<file path="src/logic/amc_pkg.sv">
// amc_pkg: register map, field layouts, mode codes and timing constants
// for the mode, master clock and pin control register bank.
// assumes a 100 MHz ref_clk and a host on the four-wire serial port.
package amc_pkg;

  // --------------------------------------------------------------------
  // register addresses and serial framing
  // --------------------------------------------------------------------
  localparam logic [5:0] ADDR_CONV_CTRL = 6'h01;
  localparam logic [5:0] ADDR_RESULT = 6'h02;
  localparam logic [5:0] ADDR_IO_CTRL = 6'h03;
  localparam logic [5:0] CMD_BITS = 6'h08;
  localparam int CMD_READ_BIT = 6;
  localparam logic [5:0] LEN_RESULT = 6'h18;
  localparam logic [5:0] LEN_CTRL = 6'h10;
  localparam logic [5:0] LEN_OTHER = 6'h08;

  // --------------------------------------------------------------------
  // field layouts and reset values
  // --------------------------------------------------------------------
  typedef struct packed {
    logic [8:0] rsvd;
    logic duty_ratio_field;
    logic [3:0] mode;
    logic [1:0] mclk_sel;
  } amc_conv_ctrl_type;

  typedef struct packed {
    logic [4:0] rsvd;
    logic trigger_fifo_clear_enable;
    logic [1:0] int_route;
    logic [3:0] gp_out_level;
    logic [3:0] gp_dir;
  } amc_io_ctrl_type;

  localparam logic [15:0] CONV_CTRL_RST = 16'h0000;
  localparam logic [15:0] CONV_CTRL_WMASK = 16'h007F;
  localparam logic [15:0] IO_CTRL_RST = 16'h0000;
  localparam logic [15:0] IO_CTRL_WMASK = 16'h07FF;
  localparam logic [23:0] RESULT_RST = 24'h000000;

  // --------------------------------------------------------------------
  // mode, clock source and interrupt routing codes
  // --------------------------------------------------------------------
  localparam logic [3:0] MODE_DUTY = 4'h9;
  localparam logic [3:0] MODE_SEQ_IDLE = 4'hA;
  localparam logic [3:0] MODE_SEQ_STBY = 4'hB;
  localparam logic [1:0] MCLK_INT_OFF = 2'h0;
  localparam logic [1:0] MCLK_INT_ON = 2'h1;
  localparam logic [1:0] MCLK_EXT = 2'h2;
  localparam logic [1:0] MCLK_EXT_DIV2 = 2'h3;
  localparam logic [1:0] ROUTE_INT = 2'h0;
  localparam logic [1:0] ROUTE_CLK = 2'h1;
  localparam logic [1:0] ROUTE_GP2 = 2'h2;
  localparam logic [1:0] ROUTE_DOUT = 2'h3;
  localparam int DUTY_SHIFT_QUARTER = 2;
  localparam int DUTY_SHIFT_SIXTEENTH = 4;
  localparam int GP_TWO = 1;
  localparam int GP_FOUR = 3;

  // --------------------------------------------------------------------
  // timing
  // --------------------------------------------------------------------
  localparam int CLK_HZ = 100_000_000;
  localparam int INT_OSC_HZ = 76_800;
  localparam int OSC_HALF_CYC = CLK_HZ / (2 * INT_OSC_HZ);

  typedef enum logic [1:0] {
    ST_IDLE = 2'b00,
    ST_CONV = 2'b01,
    ST_REST = 2'b11,
    ST_WAIT = 2'b10
  } amc_seq_type;

endpackage : amc_pkg

</file>
<file path="src/logic/amc_regs.sv">
// amc_regs: serial-port register bank with sequencer modes, master clock
// selection, latest result register and pin routing.
// assumes all pins are synchronous to ref_clk; the converter core
// reports each result on conv_done and the sequence end on conv_last.
`timescale 1ns/1ps

// Notes on behaviour
// - mode 1001 alternates sequence and standby by ratio
// - mode 1010 one sequence, idle, trigger restarts
// - mode 1011 one sequence, standby, trigger restarts
// - clock 00/01 internal oscillator, 01 drives pin
// - clock 10 takes pin directly as master
// - clock 11 halves the pin clock
// - result register read-only, 24 bits, latest
// - trigger clears fifo only when enabled
// - data ready is event unless fifo enabled
// - route 00 event to int pin, or ready to dout pin on lfcsp
// - route 01 event onto clock pin, overriding
// - route 10 event onto pin two, overriding
// - route 11 ready on dout, fifo unrouted
// - output level bits drive output pins
// - standby indicator owns pin four first
// - control bit 0 input, 1 output
module amc_regs import amc_pkg::*; #(
  parameter int OSC_HALF = OSC_HALF_CYC
) (
  // clock and reset
  input wire logic ref_clk,
  input wire logic rst,
  // serial port
  input wire logic spi_sclk,
  input wire logic spi_cs_n,
  input wire logic spi_sdi,
  output logic spi_sdo,
  output logic spi_sdo_oe,
  // converter core
  input wire logic conv_done,
  input wire logic conv_last,
  input wire logic [23:0] conv_data,
  output logic seq_start,
  output logic seq_active,
  output logic standby_active,
  output logic idle_active,
  output logic mclk_tick,
  // fifo and trigger
  input wire logic fifo_enable,
  input wire logic fifo_irq,
  output logic fifo_clear,
  input wire logic trig_n,
  // package and misc
  input wire logic pkg_lfcsp,
  input wire logic standby_indicator_enable,
  // pins
  output logic int_pin_o,
  output logic int_pin_oe,
  input wire logic clk_pin_i,
  output logic clk_pin_o,
  output logic clk_pin_oe,
  output logic [3:0] gp_pin_o,
  output logic [3:0] gp_pin_oe
);

  // ----------------------------------------------------------------------
  // helpers
  // ----------------------------------------------------------------------
  function automatic logic [5:0] frame_len(input logic [5:0] a);
    if (a == ADDR_RESULT) begin
      return LEN_RESULT;
    end
    if (a == ADDR_CONV_CTRL || a == ADDR_IO_CTRL) begin
      return LEN_CTRL;
    end
    return LEN_OTHER;
  endfunction : frame_len

  function automatic logic is_seq_mode(input logic [3:0] m);
    return m == MODE_DUTY || m == MODE_SEQ_IDLE || m == MODE_SEQ_STBY;
  endfunction : is_seq_mode

  // ----------------------------------------------------------------------
  // state
  // ----------------------------------------------------------------------
  amc_conv_ctrl_type conv_ctrl_r;
  amc_io_ctrl_type io_ctrl_r;
  logic [23:0] result_r;
  logic drdy_n_r;
  logic sclk_d_r;
  logic [5:0] bit_cnt_r;
  logic [7:0] cmd_r;
  logic [23:0] shift_r;
  logic [23:0] out_r;
  logic mode_wr_r;
  logic [9:0] osc_cnt_r;
  logic osc_r;
  logic clk_d_r;
  logic div2_r;
  logic mclk_tick_r;
  logic trig_d_r;
  logic fifo_clear_r;
  amc_seq_type state_r;
  logic seq_start_r;
  logic [15:0] conv_len_r;
  logic [19:0] rest_cnt_r;

  logic spi_rise, spi_fall, in_data, frame_last, cmd_read, rdy_on_dout;
  logic seq_end, trig_fall, osc_half, ext_rise, int_event, pin_event;
  logic [7:0] cmd_nxt;
  logic [23:0] wdata;
  logic [19:0] rest_len;

  // ----------------------------------------------------------------------
  // serial port framing
  // ----------------------------------------------------------------------
  assign spi_rise = spi_sclk & ~sclk_d_r & ~spi_cs_n;
  assign spi_fall = ~spi_sclk & sclk_d_r & ~spi_cs_n;
  assign in_data = bit_cnt_r >= CMD_BITS;
  assign cmd_read = cmd_r[CMD_READ_BIT];
  assign cmd_nxt = {cmd_r[6:0], spi_sdi};
  assign wdata = {shift_r[22:0], spi_sdi};
  assign frame_last = spi_rise && in_data &&
    bit_cnt_r == CMD_BITS + frame_len(cmd_r[5:0]) - 6'h01;

  always_ff @(posedge ref_clk or posedge rst) begin
    if (rst) begin
      sclk_d_r <= 1'b1;
    end else begin
      sclk_d_r <= spi_sclk;
    end
  end

  always_ff @(posedge ref_clk or posedge rst) begin
    if (rst) begin
      bit_cnt_r <= 6'h00;
      cmd_r <= 8'h00;
      shift_r <= 24'h000000;
    end else if (spi_cs_n) begin
      bit_cnt_r <= 6'h00;
    end else if (spi_rise) begin
      bit_cnt_r <= frame_last ? 6'h00 : bit_cnt_r + 6'h01;
      if (in_data) begin
        shift_r <= wdata;
      end else begin
        cmd_r <= cmd_nxt;
      end
    end
  end

  // read data is loaded after the last command bit, shifted on falls
  always_ff @(posedge ref_clk or posedge rst) begin
    if (rst) begin
      out_r <= 24'h000000;
    end else if (spi_rise && bit_cnt_r == CMD_BITS - 6'h01) begin
      unique case (cmd_nxt[5:0])
        ADDR_RESULT: out_r <= result_r;
        ADDR_CONV_CTRL: out_r <= {conv_ctrl_r, 8'h00};
        ADDR_IO_CTRL: out_r <= {io_ctrl_r, 8'h00};
        default: out_r <= 24'h000000;
      endcase
    end else if (spi_fall && bit_cnt_r > CMD_BITS) begin
      out_r <= {out_r[22:0], 1'b0};
    end
  end

  assign rdy_on_dout = io_ctrl_r.int_route == ROUTE_DOUT ||
    (io_ctrl_r.int_route == ROUTE_INT && pkg_lfcsp);
  assign spi_sdo_oe = ~spi_cs_n;
  assign spi_sdo = (rdy_on_dout && bit_cnt_r == 6'h00) ? drdy_n_r
                                                        : out_r[23];

  // ----------------------------------------------------------------------
  // register writes
  // ----------------------------------------------------------------------
  always_ff @(posedge ref_clk or posedge rst) begin
    if (rst) begin
      conv_ctrl_r <= amc_conv_ctrl_type'(CONV_CTRL_RST);
      io_ctrl_r <= amc_io_ctrl_type'(IO_CTRL_RST);
      mode_wr_r <= 1'b0;
    end else begin
      mode_wr_r <= 1'b0;
      if (frame_last && !cmd_read) begin
        if (cmd_r[5:0] == ADDR_CONV_CTRL) begin
          conv_ctrl_r <= amc_conv_ctrl_type'(wdata[15:0] & CONV_CTRL_WMASK);
          mode_wr_r <= 1'b1;
        end
        if (cmd_r[5:0] == ADDR_IO_CTRL) begin
          io_ctrl_r <= amc_io_ctrl_type'(wdata[15:0] & IO_CTRL_WMASK);
        end
      end
    end
  end

  // ----------------------------------------------------------------------
  // latest result and data ready
  // ----------------------------------------------------------------------
  always_ff @(posedge ref_clk or posedge rst) begin
    if (rst) begin
      result_r <= RESULT_RST;
    end else if (conv_done) begin
      result_r <= conv_data;
    end
  end

  // a new result wins over the read that would release data ready
  always_ff @(posedge ref_clk or posedge rst) begin
    if (rst) begin
      drdy_n_r <= 1'b1;
    end else if (conv_done) begin
      drdy_n_r <= 1'b0;
    end else if (frame_last && cmd_read && cmd_r[5:0] == ADDR_RESULT) begin
      drdy_n_r <= 1'b1;
    end
  end

  // ----------------------------------------------------------------------
  // master clock
  // ----------------------------------------------------------------------
  assign osc_half = osc_cnt_r == 10'(OSC_HALF - 1);
  assign ext_rise = clk_pin_i & ~clk_d_r;

  always_ff @(posedge ref_clk or posedge rst) begin
    if (rst) begin
      osc_cnt_r <= 10'h000;
      osc_r <= 1'b0;
    end else if (osc_half) begin
      osc_cnt_r <= 10'h000;
      osc_r <= ~osc_r;
    end else begin
      osc_cnt_r <= osc_cnt_r + 10'h001;
    end
  end

  always_ff @(posedge ref_clk or posedge rst) begin
    if (rst) begin
      clk_d_r <= 1'b0;
      div2_r <= 1'b0;
      mclk_tick_r <= 1'b0;
    end else begin
      clk_d_r <= clk_pin_i;
      if (ext_rise) begin
        div2_r <= ~div2_r;
      end
      unique case (conv_ctrl_r.mclk_sel)
        MCLK_INT_OFF, MCLK_INT_ON: mclk_tick_r <= osc_half & ~osc_r;
        MCLK_EXT: mclk_tick_r <= ext_rise;
        MCLK_EXT_DIV2: mclk_tick_r <= ext_rise & div2_r;
      endcase
    end
  end
  assign mclk_tick = mclk_tick_r;

  // ----------------------------------------------------------------------
  // trigger pin and fifo clear
  // ----------------------------------------------------------------------
  assign trig_fall = ~trig_n & trig_d_r;

  always_ff @(posedge ref_clk or posedge rst) begin
    if (rst) begin
      trig_d_r <= 1'b1;
      fifo_clear_r <= 1'b0;
    end else begin
      trig_d_r <= trig_n;
      fifo_clear_r <= trig_fall & io_ctrl_r.trigger_fifo_clear_enable;
    end
  end
  assign fifo_clear = fifo_clear_r;

  // ----------------------------------------------------------------------
  // sequencer
  // ----------------------------------------------------------------------
  assign seq_end = conv_done & conv_last;
  assign rest_len = conv_ctrl_r.duty_ratio_field ?
    ({4'h0, conv_len_r} << DUTY_SHIFT_SIXTEENTH) - {4'h0, conv_len_r} :
    ({4'h0, conv_len_r} << DUTY_SHIFT_QUARTER) - {4'h0, conv_len_r};

  always_ff @(posedge ref_clk or posedge rst) begin
    if (rst) begin
      state_r <= ST_IDLE;
      seq_start_r <= 1'b0;
      rest_cnt_r <= 20'h00000;
    end else begin
      seq_start_r <= 1'b0;
      if (mode_wr_r) begin
        // reserved and lower codes leave the sequencer stopped
        state_r <= is_seq_mode(conv_ctrl_r.mode) ? ST_CONV : ST_IDLE;
        seq_start_r <= is_seq_mode(conv_ctrl_r.mode);
      end else begin
        unique case (state_r)
          ST_IDLE: state_r <= ST_IDLE;
          ST_CONV: begin
            if (trig_fall && conv_ctrl_r.mode != MODE_DUTY) begin
              seq_start_r <= 1'b1;
            end else if (seq_end && conv_ctrl_r.mode == MODE_DUTY) begin
              state_r <= ST_REST;
              rest_cnt_r <= rest_len;
            end else if (seq_end) begin
              state_r <= ST_WAIT;
            end
          end
          ST_REST: begin
            if (rest_cnt_r == 20'h00000) begin
              state_r <= ST_CONV;
              seq_start_r <= 1'b1;
            end else if (mclk_tick_r) begin
              rest_cnt_r <= rest_cnt_r - 20'h00001;
            end
          end
          ST_WAIT: begin
            if (trig_fall) begin
              state_r <= ST_CONV;
              seq_start_r <= 1'b1;
            end
          end
        endcase
      end
    end
  end

  // sequence length in master clock ticks sets the duty cycle rest
  always_ff @(posedge ref_clk or posedge rst) begin
    if (rst) begin
      conv_len_r <= 16'h0000;
    end else if (seq_start_r) begin
      conv_len_r <= 16'h0000;
    end else if (state_r == ST_CONV && mclk_tick_r &&
                 conv_len_r != 16'hFFFF) begin
      conv_len_r <= conv_len_r + 16'h0001;
    end
  end

  assign seq_start = seq_start_r;
  assign seq_active = state_r == ST_CONV;
  assign standby_active = state_r == ST_REST ||
    (state_r == ST_WAIT && conv_ctrl_r.mode == MODE_SEQ_STBY);
  assign idle_active = state_r == ST_IDLE ||
    (state_r == ST_WAIT && conv_ctrl_r.mode != MODE_SEQ_STBY);

  // ----------------------------------------------------------------------
  // pin routing
  // ----------------------------------------------------------------------
  assign int_event = fifo_enable ? fifo_irq : ~drdy_n_r;
  assign pin_event = ~int_event;

  always_comb begin
    int_pin_o = 1'b1;
    int_pin_oe = 1'b0;
    if (io_ctrl_r.int_route == ROUTE_INT) begin
      if (fifo_enable) begin
        int_pin_o = ~fifo_irq;
        int_pin_oe = ~pkg_lfcsp;
      end else begin
        int_pin_o = drdy_n_r;
        int_pin_oe = ~pkg_lfcsp;
      end
    end
  end

  always_comb begin
    clk_pin_o = 1'b0;
    clk_pin_oe = 1'b0;
    if (io_ctrl_r.int_route == ROUTE_CLK) begin
      clk_pin_o = pin_event;
      clk_pin_oe = 1'b1;
    end else if (conv_ctrl_r.mclk_sel == MCLK_INT_ON) begin
      clk_pin_o = osc_r;
      clk_pin_oe = 1'b1;
    end
  end

  for (genvar i = 0; i < 4; i++) begin : g_gp
    if (i == GP_TWO) begin : g_two
      assign gp_pin_o[i] = (io_ctrl_r.int_route == ROUTE_GP2) ? pin_event
                           : io_ctrl_r.gp_out_level[i];
      assign gp_pin_oe[i] = (io_ctrl_r.int_route == ROUTE_GP2) |
                            io_ctrl_r.gp_dir[i];
    end else if (i == GP_FOUR) begin : g_four
      assign gp_pin_o[i] = standby_indicator_enable ? standby_active
                           : io_ctrl_r.gp_out_level[i];
      assign gp_pin_oe[i] = standby_indicator_enable |
                            io_ctrl_r.gp_dir[i];
    end else begin : g_plain
      assign gp_pin_o[i] = io_ctrl_r.gp_out_level[i];
      assign gp_pin_oe[i] = io_ctrl_r.gp_dir[i];
    end
  end
endmodule : amc_regs

</file>
<file path="config.mk">
export PLATFORM = sky130hd
export DESIGN_NAME = amc_regs
export DESIGN_NICKNAME = d
export VERILOG_FILES = /design/src/logic/amc_pkg.sv /design/src/logic/amc_regs.sv
export SDC_FILE = /design/constraint.sdc
export NUM_CORES = 1
export LEC_CHECK = 0
export BUFFER_PORTS_ARGS = -buffer_cell sky130_fd_sc_hd__clkbuf_2
export CORE_UTILIZATION = 45
export CTS_CLUSTER_SIZE = 16
export DETAILED_ROUTE_END_ITERATION = 8
export MAX_ROUTING_LAYER = met4
export PLACE_DENSITY = 0.71
export SYNTH_ARGS = -nofsm -noshare
export SYNTH_HDL_FRONTEND = slang
export SYNTH_SLANG_ARGS = --single-unit
</file>
<file path="constraint.sdc">
create_clock -name ref_clk -period 4.45 [get_ports ref_clk]
set_clock_uncertainty 0.1 [all_clocks]
set_input_delay 0 -clock ref_clk [delete_from_list [all_inputs] [get_ports ref_clk]]
set_output_delay 0 -clock ref_clk [all_outputs]
set_load 0.02 [all_outputs]
</file>
Word level (Yosys, flattened, before mapping)

Index checks and enable logic that the tools add are counted.

$add $sub $neg: 8
$lt $le $gt $ge: 2
Equal/unequal tests: 32
Muxes and demuxes: 51
Bitwise operators: 25
Reductions and logical operators: 39

Operator list:

| cell                    | count |
|---|---|
| $mux W20                | 5 |
| $pmux W24 S3            | 1 |
| $mux W24                | 2 |
| $mux W6                 | 7 |
| $pmux W20 S2            | 1 |
| $mux W16                | 2 |
| $eq A6 B2 Y1 const B    | 4 |
| $mux W1                 | 23 |
| $logic_not A20 Y1       | 1 |
| $sub A20 B1 Y20 const B | 1 |
| $sub A20 B16 Y20        | 1 |
| $sub A18 B16 Y19        | 1 |
| $add A16 B1 Y16 const B | 1 |
| $ne A16 B16 Y1 const B  | 1 |
| $logic_and A1 B1 Y1     | 15 |
| $not A1 Y1              | 13 |
| $eq A2 B2 Y1 const B    | 6 |
| $eq A4 B4 Y1 const B    | 3 |
| $eq A6 B1 Y1 const B    | 2 |
| $mux W2                 | 6 |
| $add A10 B1 Y10 const B | 1 |
| $and A1 B1 Y1           | 10 |
| $eq A10 B10 Y1 const B  | 1 |
| $mux W10                | 1 |
| 26 further kinds        | 48 |

Register bits after elaboration: 147
Input port bits: 37
Output and inout port bits: 20
Logic and storage cells: 183

Logic depth before layout (Yosys ltp)

Word-level depth: 14
Gate-level depth with buffers: 10
Mapped depth without buffers: 9

Worst setup path before layout

No wires, ideal clock.

Path type: reg2reg
From: register conv_len_r[0]
To: register rest_cnt_r[16]
Setup time: 0.071 ns
Arrival time: 2.550 ns
Data required time: 4.279 ns
Path slack: 1.729 ns
Cell stages (with the launch flop): 11
Path buffers: 1
Clock period less this slack: 2.721 ns
Cell sequence: dfrtp_1 clkbuf_1 inv_1 ha_1 a21oi_1 o211ai_1 a211o_1 a31oi_1 o21ai_0 or4_1 nand4_1

Cells in the longest elaborated chain, start to end: 5
Elaborated cells between the ends (all ways): 6
Classes of those cells: add/sub (2); mux (4)

RTL lines:

| what                                                 | line                             | text |
|---|---|---|
| from (decl)                                          | amc_regs.sv:102                  | `logic [15:0] conv_len_r;` |
| from (signal assigned)                               | amc_regs.sv:326                  | `conv_len_r <= conv_len_r + 16'h0001;` |
| $sub A20 B16 Y20 or $sub A18 B16 Y19 (tied branches) | amc_regs.sv:272, amc_regs.sv:273 |  |
| $mux W20 (*)                                         | amc_regs.sv:271                  | `assign rest_len = conv_ctrl_r.duty_ratio_field ?` |
| $mux W20 (*)                                         | amc_regs.sv:292                  | `end else if (seq_end && conv_ctrl_r.mode == MODE_DUTY) begin` |
| $mux W20 (*)                                         | amc_regs.sv:290                  | `if (trig_fall && conv_ctrl_r.mode != MODE_DUTY) begin` |
| $pmux W20 S2 (*)                                     | amc_regs.sv:287                  | `unique case (state_r)` |
| to (signal assigned)                                 | amc_regs.sv:294                  | `rest_cnt_r <= rest_len;` |
| to (signal assigned)                                 | amc_regs.sv:304                  | `rest_cnt_r <= rest_cnt_r - 20'h00001;` |
| to (decl)                                            | amc_regs.sv:103                  | `logic [19:0] rest_cnt_r;` |

Mark *: on every way between the ends. The rest lies on a longest branch, timed or not. The select of a mux whose other input is x is not followed.
A chain may end at the register's enable or synchronous reset.

Worst setup path in the final report

From: register conv_len_r[2]
To: register rest_cnt_r[16]

Same word-level chain as after synthesis.

==> impl_metrics.env <==
export IMPL_gp_congestion=0.925
export IMPL_drt_iter0_markers=516
export IMPL_grt_pass1_vias=7097
export IMPL_clock_path_buffers=2
export IMPL_routedWlPerCell_um=17.1
export IMPL_finalSetupViolations=0
export IMPL_period_minus_slack_ns=3.08
export IMPL_crit_family="compound AO/OA/AOI/OAI gates"
export IMPL_synthesis_nets=993
export IMPL_synth_edf_count=0
export IMPL_cts_buffers=17
export IMPL_drive_gt1_frac=0.178
export IMPL_rsz0062_at_grt="false"
export IMPL_cts_sinks=147
export IMPL_dr_pass1_iters=6
export IMPL_ys_warn_count=0
export IMPL_hold_class="input pin to register"
export IMPL_row_count=50
export IMPL_worst_pin_slew_ns=0.957
export IMPL_slew_viol_final=0
export IMPL_cp_cell_sequence="inv_1 > ha_1 > a21oi_1 > o211ai_1 > a211o_1 > a31oi_1 > o21ai_0 > or4_1 > nand4_1"
export IMPL_seq_area_frac_synth=0.417
export IMPL_grt_pass1_wl_um=36000
export IMPL_fillerInstances=1690
export IMPL_antenna_found_initial=0
export IMPL_cp_start_kind="register"
export IMPL_final_cell_mix="144 x dfrtp_1, 79 x nor2_1, 66 x a21oi_1"
export IMPL_status="completed"
export IMPL_ant_nets=0
export IMPL_slew_headroom=0.362
export IMPL_die_area_um2=20200
export IMPL_die_height_um=142
export IMPL_worstSetupPathType="register to register"
export IMPL_drc=0
export IMPL_post_cts_resized=0
export IMPL_ir_worst_vdd_mv=0.234
export IMPL_synth_distinct_cells=77
export IMPL_layout_commonest_cell="dfrtp_1"
export IMPL_grt_usage=0.234
export IMPL_clkLatencyLatePin_ns=0.43
export IMPL_start_util=0.466
export IMPL_p_leak_nw=4.66
export IMPL_cp_required_ns=4.72
export IMPL_clk_pin_slew_ns=0.07
export IMPL_synth_seq_cells=147
export IMPL_dpl_hpwl_um=15100
export IMPL_io_buffers=56
export IMPL_hold_viol=0
export IMPL_cp_max_fo=11
export IMPL_post_cts_buffers=0
export IMPL_finalCritPeriodShare=0.691
export IMPL_cpMaxStageDelayCell="dfrtp_1"
export IMPL_tns_ns=0
export IMPL_overflow=0
export IMPL_syn_inst=922
export IMPL_vias=7273
export IMPL_setup_ws_ns=1.37
export IMPL_io_pins=57
export IMPL_critPathLaunch="conv_len_r[2]"
export IMPL_maxCapViolCount=0
export IMPL_clk_root_buffer_cell="clkbuf_16"
export IMPL_arrival_ns=3.34
export IMPL_power_density_nw_per_um2=309
export IMPL_max_freq_mhz=325
export IMPL_nets=1063
export IMPL_die_w_um=142
export IMPL_critPathCaptureType="register"
export IMPL_vias_per_cell=5.75
export IMPL_tritoncts="yes"
export IMPL_hold_path_startpoint="conv_done"
export IMPL_post_place_ws_ns=1.43
export IMPL_htree_levels=4
export IMPL_max_stage_delay_ns=0.55
export IMPL_antenna_cells=0
export IMPL_avgSynthCellArea_um2=9.57
export IMPL_path_buf_inv=1
export IMPL_synthArstFlopShare=1.00
export IMPL_wirelength_um=21700
export IMPL_grt_max_degree=106
export IMPL_r2r_start="conv_len_r[2]"
export IMPL_synth_area_um2=8830
export IMPL_design_core_area_um2=19000
export IMPL_area_growth_pct=16.0
export IMPL_synth_flop_cell="dfrtp_1"
[worst paths after layout]
kind | endpoint | slack, ns | depth (start not counted)
setup reg to reg | rest_cnt_r[16] | 1.37 | 9
min in group asynchronous | conv_len_r[2] | 0.23 | 3
max in group asynchronous | out_r[13] | 2.87 | 4
hold / removal | drdy_n_r | 0.14 | 2
setup / recovery | rest_cnt_r[16] | 1.37 | 9
hold reg to reg | div2_r | 0.37 | 1
[metal layers]
metal	track usage	up-vias	part of all wire
met4	0.0787	0	0.021
li1	-	3500	-
met3	0.0441	35	0.047
met2	0.367	206	0.48
met1	0.304	3532	0.45
met5	-	-	0
[timing repair]
| item | 4_1_cts | 5_1_grt |
|---|---|---|
| endpoints found under the setup margin | 0 | 0 |
| hold endpoints to repair | 144 | 0 |
| hold buffers | 31 | 0 |
[layout make-up]
| class | instances | area, um^2 | share of cell area |
|---|---|---|---|
| Inverter | 36 | 140 | 0.0137 |
| Multi-Input combinational cell | 696 | 4830 | 0.471 |
| Clock buffer | 17 | 425 | 0.0415 |
| Clock inverter | 15 | 196 | 0.0192 |
| Sequential cell | 147 | 3680 | 0.360 |
| Timing Repair Buffer | 94 | 643 | 0.0628 |
| Tap cell | 260 | 325 | 0.0318 |
[Yosys cell counts, types with 9 or more instances]
master    instances  area share
dfrtp_1         144        0.41
nand2_1          59       0.025
ha_1             34       0.048
or3_1             9      0.0064
mux2i_1          14       0.016
xor2_1           13       0.013
o22ai_1           9      0.0064
a22oi_1          10      0.0085
and2_1            9      0.0064
xnor2_1          38       0.038
inv_1            36       0.015
mux2_4           10       0.017
o21ai_0          58       0.033
nor3_1           23       0.013
nor2_1           79       0.034
a211oi_1         13       0.011
and3_1            9      0.0064
nand3_1          37       0.021
clkbuf_1         27       0.011
nor4_1           10      0.0071
a21oi_1          66       0.037
nand2b_1         13      0.0092
mux2_2           58       0.074
nand4_1          17       0.012
[state kept, by name (all words and copies together), names as in the netlist, 2 cells and up]
name	cells
out_r	24
result_r	24
rest_cnt_r	20
conv_len_r	16
osc_cnt_r	10
shift_r	10
cmd_r	7
conv_ctrl_r	7
io_ctrl_r	7
bit_cnt_r	6
gp_pin_o	2
gp_pin_oe	2
state_r	2
[worst reg2reg max path: cells and delay by family (launching register included)]
kind | cells | cell delay, ns
AND/OR/NAND/NOR | 2 | 0.51
AO/OA/AOI/OAI | 5 | 1.35
flip-flops | 1 | 0.55
buffers and inverters | 1 | 0.17
adder cells (fa/ha/maj) | 1 | 0.34
[cell families after synthesis]
family	synth area share
muxes	0.107
buffers and inverters	0.0371
DFF	0.417
xor gates and xnor gates	0.0506
and+or+nand+nor	0.174
AOI/OAI and AO/OA	0.166
adders and majority gates	0.0482
[report_power, final]
part           switching, W  internal [W]  leakage, nW
logic             0.0000998      0.000108         2.43
registers         0.0000720       0.00140         1.93
clock network      0.000714      0.000772        0.302
[stage by stage]
| step | util | hold WS (ns) | area [um^2] | std cells | power [W] |
|---|---|---|---|---|---|
| finish | 0.540 | 0.139 | 10200 | 1265 | 0.00317 |
| global route | 0.540 | 0.136 | 10200 | 1265 | 0.00328 |
| CTS | 0.540 | 0.121 | 10200 | 1265 | 0.00319 |
| detailed placement | 0.491 | 0.0311 | 9310 | 1202 | 0.00169 |
| global placement | 0.491 | 0.0275 | 9310 | 1202 | 0.00168 |
| floorplan | - | -0.0955 | 8830 | 922 | 0.00162 |
Note: power is estimated with default switching activity, not from simulation.
